==> src/hdl/cvf_pkg.sv <==
package cvf_pkg;
    localparam int IMG_W      = 8;
    localparam int IMG_H      = 8;
    localparam int PIX_W      = 8;
    localparam int COEF_W     = 9;
    localparam int COL_W      = 3;
    localparam int SUM_W      = 21;
    localparam int NUM_LINES  = 3;
    localparam int NUM_TAPS   = 9;
    localparam int FIFO_DEPTH = 8;
    localparam logic [COL_W-1:0] LAST_COL = 3'h7;
    localparam logic [COL_W-1:0] LAST_ROW = 3'h7;
    localparam logic [1:0]       LAST_BUF = 2'h2;

    typedef logic signed [COEF_W-1:0] cvf_coef_t;

    typedef struct packed {
        logic [PIX_W-1:0] pix;
        logic             sof;
    } cvf_pix_t;

    typedef struct packed {
        logic signed [SUM_W-1:0] sum;
        logic                    sof;
    } cvf_out_t;

    localparam int OUT_W = SUM_W + 1;
endpackage

==> src/hdl/cvf_fifo.sv <==
`timescale 1ns/10ps
`default_nettype none
module cvf_fifo #(
    parameter int WIDTH = 22,
    parameter int DEPTH = 8
) (
    // Clock, reset, enable
    input  wire logic             CLK_SYS_I,
    input  wire logic             RESET_I,
    input  wire logic             CE_I,
    // Write side
    input  wire logic             IN_VALID_I,
    output logic                  IN_READY_O,
    input  wire logic [WIDTH-1:0] IN_DATA_I,
    // Read side
    output logic                  OUT_VALID_O,
    input  wire logic             OUT_READY_I,
    output logic      [WIDTH-1:0] OUT_DATA_O
);
    localparam int AW = $clog2(DEPTH);
    logic [WIDTH-1:0] mem [DEPTH];
    logic [AW-1:0]    wr_ptr;
    logic [AW-1:0]    rd_ptr;
    logic [AW:0]      count;
    wire              push = IN_VALID_I && (count != (AW+1)'(DEPTH));
    wire              pop  = OUT_READY_I && (count != '0);

    assign IN_READY_O  = (count != (AW+1)'(DEPTH));
    assign OUT_VALID_O = (count != '0);
    assign OUT_DATA_O  = mem[rd_ptr];

    always_ff @(posedge CLK_SYS_I or posedge RESET_I) begin
        if (RESET_I) begin
            wr_ptr <= '0;
            rd_ptr <= '0;
            count  <= '0;
        end else if (CE_I) begin
            if (push) begin
                wr_ptr <= (wr_ptr == AW'(DEPTH-1)) ? '0 : wr_ptr + 1'b1;
            end
            if (pop) begin
                rd_ptr <= (rd_ptr == AW'(DEPTH-1)) ? '0 : rd_ptr + 1'b1;
            end
            count <= count + (AW+1)'(push) - (AW+1)'(pop);
        end
    end

    // Storage has no reset; only pointers and count matter
    always_ff @(posedge CLK_SYS_I) begin
        if (CE_I && push) begin
            mem[wr_ptr] <= IN_DATA_I;
        end
    end
endmodule
`default_nettype wire

==> src/hdl/cvf_filter.sv <==
`timescale 1ns/10ps
`default_nettype none
module cvf_filter
    import cvf_pkg::*;
(
    // Clock, reset, enable
    input  wire logic                  CLK_SYS_I,
    input  wire logic                  RESET_I,
    input  wire logic                  CE_I,
    // Weights and mode
    input  wire cvf_pkg::cvf_coef_t    WEIGHT_I [cvf_pkg::NUM_TAPS],
    input  wire logic                  SYM_MODE_I,
    // Pixel input
    input  wire logic                  PIX_VALID_I,
    output logic                       PIX_READY_O,
    input  wire logic [cvf_pkg::PIX_W-1:0] PIX_I,
    // Filtered output
    output logic                       OUT_VALID_O,
    input  wire logic                  OUT_READY_I,
    output logic signed [cvf_pkg::SUM_W-1:0] OUT_PIX_O,
    output logic                       OUT_SOF_O
);
    import cvf_pkg::*;

    typedef enum logic [1:0] {FILL, FLUSH} cvf_state_t;

    cvf_state_t       state;
    logic [PIX_W-1:0] line_mem [NUM_LINES][IMG_W];
    logic [6:0]       in_cnt;
    logic [5:0]       out_cnt;
    logic [1:0]       wr_buf;
    logic [1:0]       ctr_buf;
    cvf_out_t         res;

    // Output stage and FIFO
    logic     fifo_in_ready;
    logic     fifo_out_valid;
    cvf_out_t fifo_out_data;
    logic     out_valid_q;
    cvf_out_t out_q;

    // Counters double as row and column of the next pixel in and out
    wire [COL_W-1:0] in_col  = in_cnt[2:0];
    wire [COL_W-1:0] out_col = out_cnt[2:0];
    wire [COL_W-1:0] out_row = out_cnt[5:3];
    wire             in_take = PIX_VALID_I && PIX_READY_O;
    // Last reader of a slot is the output one column right, two rows up
    wire [7:0] in_need   = {1'b0, in_cnt} + ((in_col == LAST_COL) ? 8'h00 : 8'h01);
    wire       slot_ok   = in_need < ({2'b00, out_cnt} + 8'h10);
    // An output needs the pixel right of it on the row below
    wire [7:0] out_reach = {2'b00, out_cnt} + ((out_col == LAST_COL) ? 8'h09 : 8'h0A);
    wire [7:0] out_need  = (out_reach > 8'h40) ? 8'h40 : out_reach;
    wire       can_emit  = ({1'b0, in_cnt} >= out_need) && fifo_in_ready;
    assign PIX_READY_O = (state == FILL) && slot_ok;

    // Row memory selection by rotation
    wire [1:0] buf_up = (ctr_buf == 2'h0) ? LAST_BUF : ctr_buf - 2'h1;
    wire [1:0] buf_dn = (ctr_buf == LAST_BUF) ? 2'h0 : ctr_buf + 2'h1;

    // Neighbourhood window with zero padding
    logic [PIX_W-1:0] win [NUM_TAPS];
    genvar g;
    generate
        for (g = 0; g < NUM_TAPS; g++) begin : g_win
            localparam int DR = g / 3 - 1;
            localparam int DC = g % 3 - 1;
            wire [1:0]       sel_buf = (DR < 0) ? buf_up : (DR > 0) ? buf_dn : ctr_buf;
            wire [COL_W-1:0] sel_col = out_col + COL_W'(DC);
            wire             outside = ((DR < 0) && (out_row == '0)) ||
                                       ((DR > 0) && (out_row == LAST_ROW)) ||
                                       ((DC < 0) && (out_col == '0)) ||
                                       ((DC > 0) && (out_col == LAST_COL));
            assign win[g] = outside ? '0 : line_mem[sel_buf][sel_col];
        end
    endgenerate

    // Parallel products and sum
    logic signed [SUM_W-1:0] prod [NUM_TAPS];
    generate
        for (g = 0; g < NUM_TAPS; g++) begin : g_mul
            wire signed [PIX_W+1:0]  pix_s = $signed({2'b00, win[g]});
            wire signed [COEF_W-1:0] w     = WEIGHT_I[g];
            assign prod[g] = SUM_W'(pix_s * w);
        end
    endgenerate

    // Symmetric variant: corners and edges pre-added, centre weighted alone
    wire signed [SUM_W-1:0] sum_corner = SUM_W'({1'b0, win[0]}) + SUM_W'({1'b0, win[2]}) +
                                         SUM_W'({1'b0, win[6]}) + SUM_W'({1'b0, win[8]});
    wire signed [SUM_W-1:0] sum_edge   = SUM_W'({1'b0, win[1]}) + SUM_W'({1'b0, win[3]}) +
                                         SUM_W'({1'b0, win[5]}) + SUM_W'({1'b0, win[7]});
    wire signed [SUM_W-1:0] sym_sum    = SUM_W'(sum_corner * SUM_W'(WEIGHT_I[2])) +
                                         SUM_W'(sum_edge * SUM_W'(WEIGHT_I[1])) +
                                         SUM_W'($signed({1'b0, win[4]}) * WEIGHT_I[0]);
    wire signed [SUM_W-1:0] full_sum   = prod[0] + prod[1] + prod[2] + prod[3] + prod[4] +
                                         prod[5] + prod[6] + prod[7] + prod[8];
    wire signed [SUM_W-1:0] next_sum   = SYM_MODE_I ? sym_sum : full_sum;
    // Straight into the buffer so its ready covers every result in flight
    assign res = '{sum: next_sum, sof: (out_cnt == 6'h00)};

    wire last_out = (out_row == LAST_ROW) && (out_col == LAST_COL);

    // Input side: write and rotation
    always_ff @(posedge CLK_SYS_I) begin
        if (CE_I && in_take) begin
            line_mem[wr_buf][in_col] <= PIX_I;
        end
    end

    always_ff @(posedge CLK_SYS_I or posedge RESET_I) begin
        if (RESET_I) begin
            in_cnt  <= '0;
            wr_buf  <= '0;
            out_cnt <= '0;
            ctr_buf <= '0;
            state   <= FILL;
        end else if (CE_I) begin
            if (in_take) begin
                in_cnt <= in_cnt + 7'h01;
                if (in_col == LAST_COL) begin
                    wr_buf <= (wr_buf == LAST_BUF) ? 2'h0 : wr_buf + 2'h1;
                end
            end
            if (can_emit) begin
                out_cnt <= out_cnt + 6'h01;
                if (out_col == LAST_COL) begin
                    ctr_buf <= buf_dn;
                end
            end
            case (state)
                FILL: begin
                    if (in_take && in_cnt == 7'h3F) begin
                        state <= FLUSH;
                    end
                end
                FLUSH: begin
                    // Last output frees every row memory; next pixel is top-left
                    if (can_emit && last_out) begin
                        state   <= FILL;
                        in_cnt  <= '0;
                        wr_buf  <= '0;
                        ctr_buf <= '0;
                    end
                end
                default: state <= FILL;
            endcase
        end
    end

    // Buffer keeps results while the consumer stalls; its ready stalls can_emit
    cvf_fifo #(
        .WIDTH (OUT_W),
        .DEPTH (FIFO_DEPTH)
    ) u_fifo (
        .CLK_SYS_I   (CLK_SYS_I),
        .RESET_I     (RESET_I),
        .CE_I        (CE_I),
        .IN_VALID_I  (can_emit),
        .IN_READY_O  (fifo_in_ready),
        .IN_DATA_I   (res),
        .OUT_VALID_O (fifo_out_valid),
        .OUT_READY_I (!out_valid_q || OUT_READY_I),
        .OUT_DATA_O  (fifo_out_data)
    );

    // Registered output stage
    always_ff @(posedge CLK_SYS_I or posedge RESET_I) begin
        if (RESET_I) begin
            out_valid_q <= 1'b0;
            out_q       <= '0;
        end else if (CE_I) begin
            if (!out_valid_q || OUT_READY_I) begin
                out_valid_q <= fifo_out_valid;
                out_q       <= fifo_out_data;
            end
        end
    end

    assign OUT_VALID_O = out_valid_q;
    assign OUT_PIX_O   = out_q.sum;
    assign OUT_SOF_O   = out_q.sof;
endmodule
`default_nettype wire

==> config.mk <==
export PLATFORM = sky130hd
export DESIGN_NAME = cvf_filter
export DESIGN_NICKNAME = d
export VERILOG_FILES = /design/src/hdl/cvf_pkg.sv /design/src/hdl/cvf_fifo.sv /design/src/hdl/cvf_filter.sv
export SDC_FILE = /design/constraint.sdc
export NUM_CORES = 2
export LEC_CHECK = 0
export BUFFER_PORTS_ARGS = -buffer_cell sky130_fd_sc_hd__buf_4
export CORE_MARGIN = 3
export CORE_UTILIZATION = 39
export DETAILED_ROUTE_END_ITERATION = 10
export HOLD_SLACK_MARGIN = 0.02
export PLACE_DENSITY_LB_ADDON = 0.15
export SYNTH_ARGS = -nofsm -noshare
export SYNTH_HDL_FRONTEND = slang
export SYNTH_HIERARCHICAL = 1
export SYNTH_SLANG_ARGS = --single-unit
==> constraint.sdc <==
create_clock -name CLK_SYS_I -period 13.01 [get_ports CLK_SYS_I]
set_input_delay 1.301 -clock CLK_SYS_I [delete_from_list [all_inputs] [get_ports CLK_SYS_I]]
set_output_delay 1.301 -clock CLK_SYS_I [all_outputs]
set_load 0.02 [all_outputs]
**Yosys cells after proc, flatten, opt, wreduce, memory -nomap -nowiden**

Memory sizes are Yosys's and may differ from the RTL's. A register that Yosys moved wholly into a read port is not among the register bits.
Index checks and enable logic that the tools add are counted.
W data, S select, Z words.

- Memories: 2
- Bits in registers: 30
- RAM bits: 368
- Input port bits: 95
- Output and inout bits: 24

Memory list:

| memory | words | bits a word | rd ports | clocked after Yosys merged registers in | write ports | line | text |
|---|---|---|---|---|---|---|---|
| line_mem | 3 | 64 | 3 | 0 | 1 | cvf_filter.sv:28 | `logic [PIX_W-1:0] line_mem [NUM_LINES][IMG_W];` |
| u_fifo.mem | 8 | 22 | 1 | 1 | 1 | cvf_fifo.sv:21 | `logic [WIDTH-1:0] mem [DEPTH];` |

- Bitwise gates (word level): 4
- Multiplexer cells: 64
- Add/subtract/negate cells: 30
- Multipliers: 12
- $lt $le $gt $ge: 8
- Eq/ne operators: 12
- Reduce and logical (&&, ||, !) cells: 28

Operator list:

| kind | count |
|---|---|
| $bmux W8 S3 | 9 |
| $mux W8 | 27 |
| $mul A9 B9 Y18 | 10 |
| $add A21 B18 Y21 | 6 |
| $mux W64 | 1 |
| $mul A12 B9 Y21 | 2 |
| $mux W2 | 14 |
| $mux W7 | 4 |
| $demux W8 S3 | 1 |
| $add A10 B8 Y11 | 2 |
| $add A20 B18 Y21 | 1 |
| $add A21 B21 Y21 | 1 |
| $mux W21 | 1 |
| $add A19 B18 Y20 | 1 |
| $add A9 B8 Y10 | 2 |
| $add A18 B18 Y19 | 1 |
| $add A8 B8 Y9 | 2 |
| $ge A4 B4 Y1 const B | 4 |
| $not A3 Y4 | 4 |
| $eq A3 B3 Y1 const B | 5 |
| $logic_and A1 B1 Y1 | 11 |
| $add A3 B1 Y3 const B | 3 |
| $add A7 B1 Y8 | 1 |
| $lt A8 B7 Y1 | 1 |
| 29 further kinds | 44 |

**Logic depth before layout (Yosys ltp)**

An unclocked memory read counts as a cell.

- Depth after elaboration: 17
- Depth in mapped cells: 50
- Gate-level depth less buffers: 44

**Modules after synthesis**

The synthesis kept the hierarchy.

By module, submodules not included:

| module | sequential area each (sq um) | area each (sq um) | instances | cells an instance |
|---|---|---|---|---|
| cvf_filter | 6791.5 | 50718.6 | 1 | 5173 |
| cvf_fifo | 5535.3 | 7462.2 | 1 | 325 |

**Worst setup path after synthesis**

OpenSTA, ideal clock, no wires.

- Path type: register to register
- From: register out_cnt[1]
- To: memory u_fifo.mem[0][16], data pin
- Buffers on the path: 6
- Library setup time: 224 ps
- Data required time: 12786 ps
- Stages on the path, launching flop included: 44
- Path slack: 1542 ps
- Clock period less this slack: 11468 ps
- Arrival time: 11244 ps
- Cells stage by stage: dfrtp_1 > buf_2 > inv_2 > buf_2 > buf_2 > ha_1 > buf_1 > buf_2 > mux4_2 > and2_1 > clkbuf_1 > fa_1 > fa_1 > ha_1 > fa_1 > a21oi_1 > nor2_1 > nor2_1 > (+8 left out) > fa_1 > inv_1 > fa_1 > fa_1 > fa_1 > inv_1 > fa_1 > inv_1 > ha_1 > ha_1 > and2_1 > o21a_1 > nor4_1 > o21bai_1 > a21oi_1 > o21ai_0 > xnor2_1 > a21oi_1

- Elaborated cells between the ends (all ways): 75

RTL lines:

| item | line | text |
|---|---|---|
| from (decl) | cvf_filter.sv:30 | `logic [5:0] out_cnt;` |
| from (signal assigned) | cvf_filter.sv:125 | `out_cnt <= out_cnt + 6'h01;` |
| $add A3 B1 Y3 (*) | cvf_filter.sv:68 | `wire [COL_W-1:0] sel_col = out_col + COL_W'(DC);` |
| named net g_win[2].sel_col[1] | cvf_filter.sv:68 |  |
| $not A3 Y4 (not written as such) (*) | cvf_filter.sv:73 | `assign win[g] = outside ? '0 : line_mem[sel_buf][sel_col];` |
| $bmux W8 S3 | cvf_filter.sv:73 |  |
| $mux W8 (not written as such) (2 in a row) | cvf_filter.sv:73 |  |
| $mux W8 | cvf_filter.sv:73 |  |
| $mul A9 B9 Y18 | cvf_filter.sv:83 | `assign prod[g] = SUM_W'(pix_s * w);` |
| $add A19 B18 Y20 | cvf_filter.sv:95 | `wire signed [SUM_W-1:0] full_sum = prod[0] + prod[1] + prod[2] + prod[3] + prod[4] +` |
| $add A20 B18 Y21 | cvf_filter.sv:95 |  |
| $add A21 B18 Y21 (2 in a row) | cvf_filter.sv:95 |  |
| $add A21 B18 Y21 (3 in a row) | cvf_filter.sv:96 | `prod[5] + prod[6] + prod[7] + prod[8];` |
| $mux W21 (*) | cvf_filter.sv:97 | `wire signed [SUM_W-1:0] next_sum = SYM_MODE_I ? sym_sum : full_sum;` |
| named net next_sum[15] | cvf_filter.sv:97 |  |
| to (decl) | cvf_fifo.sv:21 |  |

The timed path passes the listed nets; every way through them passes the cells marked *. The select of a mux whose other input is x is not followed.

**Final worst setup path**

- From: register ctr_buf[0]
- To: memory u_fifo.mem[1][20], data pin

- Longest elaborated chain between the ends: 17
- Elaborated cells between the ends (all ways): 71

Ends and longest elaborated chain:

| item | line | text |
|---|---|---|
| from (decl) | cvf_filter.sv:32 | `logic [1:0] ctr_buf;` |
| from (signal assigned) | cvf_filter.sv:127 | `ctr_buf <= buf_dn;` |
| $sub A2 B1 Y2 or $logic_not A2 Y1 (tied branches) | cvf_filter.sv:57 | `wire [1:0] buf_up = (ctr_buf == 2'h0) ? LAST_BUF : ctr_buf - 2'h1;` |
| $mux W2 | cvf_filter.sv:57 |  |
| $mem_v2 Z3 W64 (*) | n/a |  |
| $bmux W8 S3 | cvf_filter.sv:73 |  |
| $mux W8 (not written as such) (2 in a row) | cvf_filter.sv:73 |  |
| $mux W8 | cvf_filter.sv:73 |  |
| $mul A9 B9 Y18 | cvf_filter.sv:83 |  |
| $add A18 B18 Y19 | cvf_filter.sv:95 |  |
| $add A19 B18 Y20 | cvf_filter.sv:95 |  |
| $add A20 B18 Y21 | cvf_filter.sv:95 |  |
| $add A21 B18 Y21 (2 in a row) | cvf_filter.sv:95 |  |
| $add A21 B18 Y21 (3 in a row) | cvf_filter.sv:96 |  |
| $mux W21 (*) | cvf_filter.sv:97 |  |
| named net next_sum[19] | cvf_filter.sv:97 |  |

Marked as above.

==> metrics.md <==
| Metric | Value |
|---|---|
| Num ports | `119` |
| Slew headroom | `14.4%` |
| Starting Density | `39.3%` |
| Fillcell total | `14300` |
| Largest net degree at the start of global routing | `129` |
| Total track usage | `24.8%` |
| Core box area | `148000 um^2` |
| Hold WC Path Type | `flop to flop` |
| Cell variety after synth | `63` |
| First-pass GRT wire length | `281000 um` |
| Setup CP Type | `flop to flop` |
| Max clock buf depth | `3` |
| # DRC | `0` |
| Placer Congestion | `0.945` |
| Hpwl dp | `155000 um` |
| H-tree Lvls | `2` |
| Clk sinks | `419` |
| Clk_skew | `60.8 ps` |
| Vias per inst | `5.32` |
| Port Buf Inserts | `118` |
| Worst path max stage delay | `670 ps` |
| Worst endpoint required time | `13260 ps` |
| Arrival @ worst endpoint | `12730 ps` |
| CTS Root Cell | `clkbuf_16` |
| Rows | `141` |
| Area Growth Syn to Fin | `8.03%` |
| Nets | `7028` |
| Worst Setup End Kind | `flop` |
| #FFs+latches synth | `419` |
| EDFF count, synth | `368` |
| YS warnings | `6` |
| Number of global-route vias before repair | `42400` |
| Cts hold-fix bufs | `0` |
| Min-delay src | `OUT_PIX_O[10]` |
| DRT antenna net count | `0` |
| Worst R2R Setup Slack | `530 ps` |
| Synthesized area | `58200 um^2` |
| Top area cells in the synthesized netlist | `fa_1 (31%), edfxtp_1 (19%), ha_1 (11%)` |
| Layout cells sized above 1 | `9.65%` |
| Syn_nets | `6978` |
| 1st-pass router iterations | `5` |
| Die width | `392 um` |
| WL/cell | `25.0 um` |
| CTS tree | `yes` |
| Post-Syn Instances | `5498` |
| Die H | `392 um` |
| Measured slew at the worst slew-check pin | `1280 ps` |
| Max Cap Viol | `0` |
| Vias after detailed routing | `40000` |
| Num CTS Buffers | `44` |
| Hold endpoint | `OUT_PIX_O[10]` |
| DRT iter0 DRCs | `3100` |
| Final setup violating endpoints | `0` |
| Synth Area per Inst | `10.6 um^2` |
| Critical R2R Launch | `ctr_buf[0]` |
| Synth top area share | `30.8%` |
| Final min period | `12480 ps` |
| Hold-critical path depth | `1` |
| RR Endpoint | `u_fifo/mem[1][20]` |
| Area leader, netlist | `fa_1` |
| Cell repeated most along the worst path | `fa_1` |
| Max frequency | `0.0801 GHz` |
| Max-slew violations | `0` |
| Slowest-stage cell, CP | `o41ai_1` |
| Reg clk slew, reported paths | `70 ps` |
| Initial antenna violation count | `10` |
| Main synth FF type | `edfxtp_1` |
| Status | `finished clean` |
| CP Max Fanout | `25` |
| Grt ovf | `0` |
| Drt total wl | `188000 um` |
| Die Footprint | `154000 um^2` |
| Seq/Total Area, Yosys | `21.2%` |
| RSZ-0062 raised after global routing | `no` |
| Part of the cycle the worst path needs | `95.9%` |
| Setup_tns | `0 ps` |
| Clk_lat worst skew | `630 ps` |
| Reg2reg path depth | `34` |
| Ys async rst share | `12.2%` |
| Startpoint types | `flop` |
| Final Core Density | `42.5%` |
| Final hold violation count | `0` |
-- worst max-delay path by stage --
| stage | depth (start not counted) | slack, ps | end | startpoint |
|---|---|---|---|---|
| 6_report | 34 | 530 | u_fifo/mem[1][20] | ctr_buf[0] |
| 5_1_grt | 41 | 70 | u_fifo/mem[0][18] | ctr_buf[0] |
| 4_1_cts | 36 | 250 | u_fifo/mem[6][21] | ctr_buf[1] |
| 3_5_place_dp | 36 | 290 | u_fifo/mem[6][21] | ctr_buf[1] |
| 3_3_place_gp | 37 | 380 | u_fifo/mem[4][21] | ctr_buf[1] |
| 2_1_floorplan | 43 | 1540 | u_fifo/mem[0][16] | out_cnt[1] |
-- kinds of logic (layout without fill, tap and decap cells) --
kind of cell	count (synthesis)	after routing	synth area share, %
muxes	513	513	12.3
xor gates and xnor gates	75	75	1.13
and+or+nand+nor	1362	1362	11.0
other	0	5	0
buffers and inverters	1393	1479	9.65
DFF	419	419	21.2
AOI/OAI and AO/OA	351	351	3.39
adders and majority gates	1385	1385	41.3
-- cells in the mapped netlist, types with 5 or more instances --
master / count
ha_1: 490
mux4_1: 40
a21oi_1: 180
xnor2_1: 59
clkbuf_1: 105
nand2_1: 597
and2_1: 192
a211oi_1: 6
o21ai_1: 5
xor2_1: 16
inv_2: 6
nand4_1: 10
nor2b_1: 25
o21bai_1: 15
mux4_2: 100
nor4_1: 5
a21o_1: 15
edfxtp_1: 368
buf_2: 71
mux2i_1: 307
buf_4: 22
nand2b_1: 55
nor3_1: 13
and3_1: 180
fa_1: 895
mux2_2: 59
dfrtp_1: 51
o211ai_1: 5
inv_1: 1142
buf_1: 21
buf_6: 19
a31oi_1: 7
o21ai_0: 92
nor2_1: 248
nand3_1: 18
o21a_1: 10
-- per-layer routing --
metal / vias to the layer above / part of all wire, % / routed length [um] / GRT usage [%]
met4: 8 / 2.7 / 5060 / 5.99
met3: 229 / 6.5 / 12200 / 3.46
li1: 17700 / - / - / -
met2: 1321 / 46 / 87000 / 40.0
met1: 20800 / 45 / 84000 / 35.5
met5: - / 0.031 / 58 / 0
-- critical path, delay by kind of cell (launching register included) --
kind | cells | cell delay (ps)
buffers and inverters | 7 | 1180
and+or+nand+nor | 4 | 630
DFF | 1 | 490
AOI/OAI and AO/OA | 6 | 1960
adders and majority gates | 12 | 5820
xor gates and xnor gates | 1 | 620
muxes | 4 | 1360
-- sequential cells by signal (all words and copies together) (netlist names) --
name	flops
OUT_PIX_O	21
OUT_SOF_O	1
OUT_VALID_O	1
ctr_buf	2
in_cnt	7
line_mem	192
out_cnt	6
state	1
u_fifo/count	4
u_fifo/mem	176
u_fifo/rd_ptr	3
u_fifo/wr_ptr	3
wr_buf	2
-- area by class of cell --
| class | count | area (um^2) | share of cell area (%) |
|---|---|---|---|
| Tap cell | 1930 | 2410 | 3.84 |
| Timing Repair Buffer | 247 | 1930 | 3.07 |
| Multi-Input combinational cell | 3686 | 40400 | 64.3 |
| Clock buffer | 52 | 1140 | 1.82 |
| Sequential cell | 419 | 12300 | 19.6 |
| Clock inverter | 30 | 298 | 0.474 |
| Inverter | 1150 | 4320 | 6.87 |
| Antenna cell | 5 | 12.5 | 0.0199 |
-- timing repair --
| action | 4_1_cts | 5_1_grt |
|---|---|---|
| resized for setup | 0 | 3 |
| endpoints found under the setup margin | 0 | 32 |
| hold endpoints to repair | 0 | 0 |
| buffers inserted | 0 | 1 |
-- layout by cell type, fill, tap and decap left out, types with 44 or more instances in the layout --
cell type,n
inv_1,1141
fa_1,895
nand2_1,597
ha_1,486
edfxtp_1,368
mux2i_1,304
buf_4,241
nor2_1,234
and2_1,192
and3_1,180
a21oi_1,178
mux4_2,100
o21ai_0,92
mux2_2,59
xnor2_1,58
nand2b_1,55
dfrtp_1,45
clkbuf_16,44
-- per-stage QoR --
step | cell area (um^2) | cells | hold slack (ps) | setup WS (ps)
finish | 62900 | 7519 | 505 | 528
detailed placement | 61400 | 7431 | 495 | 289
floorplan | 58200 | 5498 | 503 | 1540
CTS | 62800 | 7513 | 509 | 249
global route | 62800 | 7516 | 526 | 74.2
global placement | 61400 | 7431 | 490 | 377
Power is not shown: default switching activity piles up to over one toggle a cycle in this logic, so the estimate is an artifact.
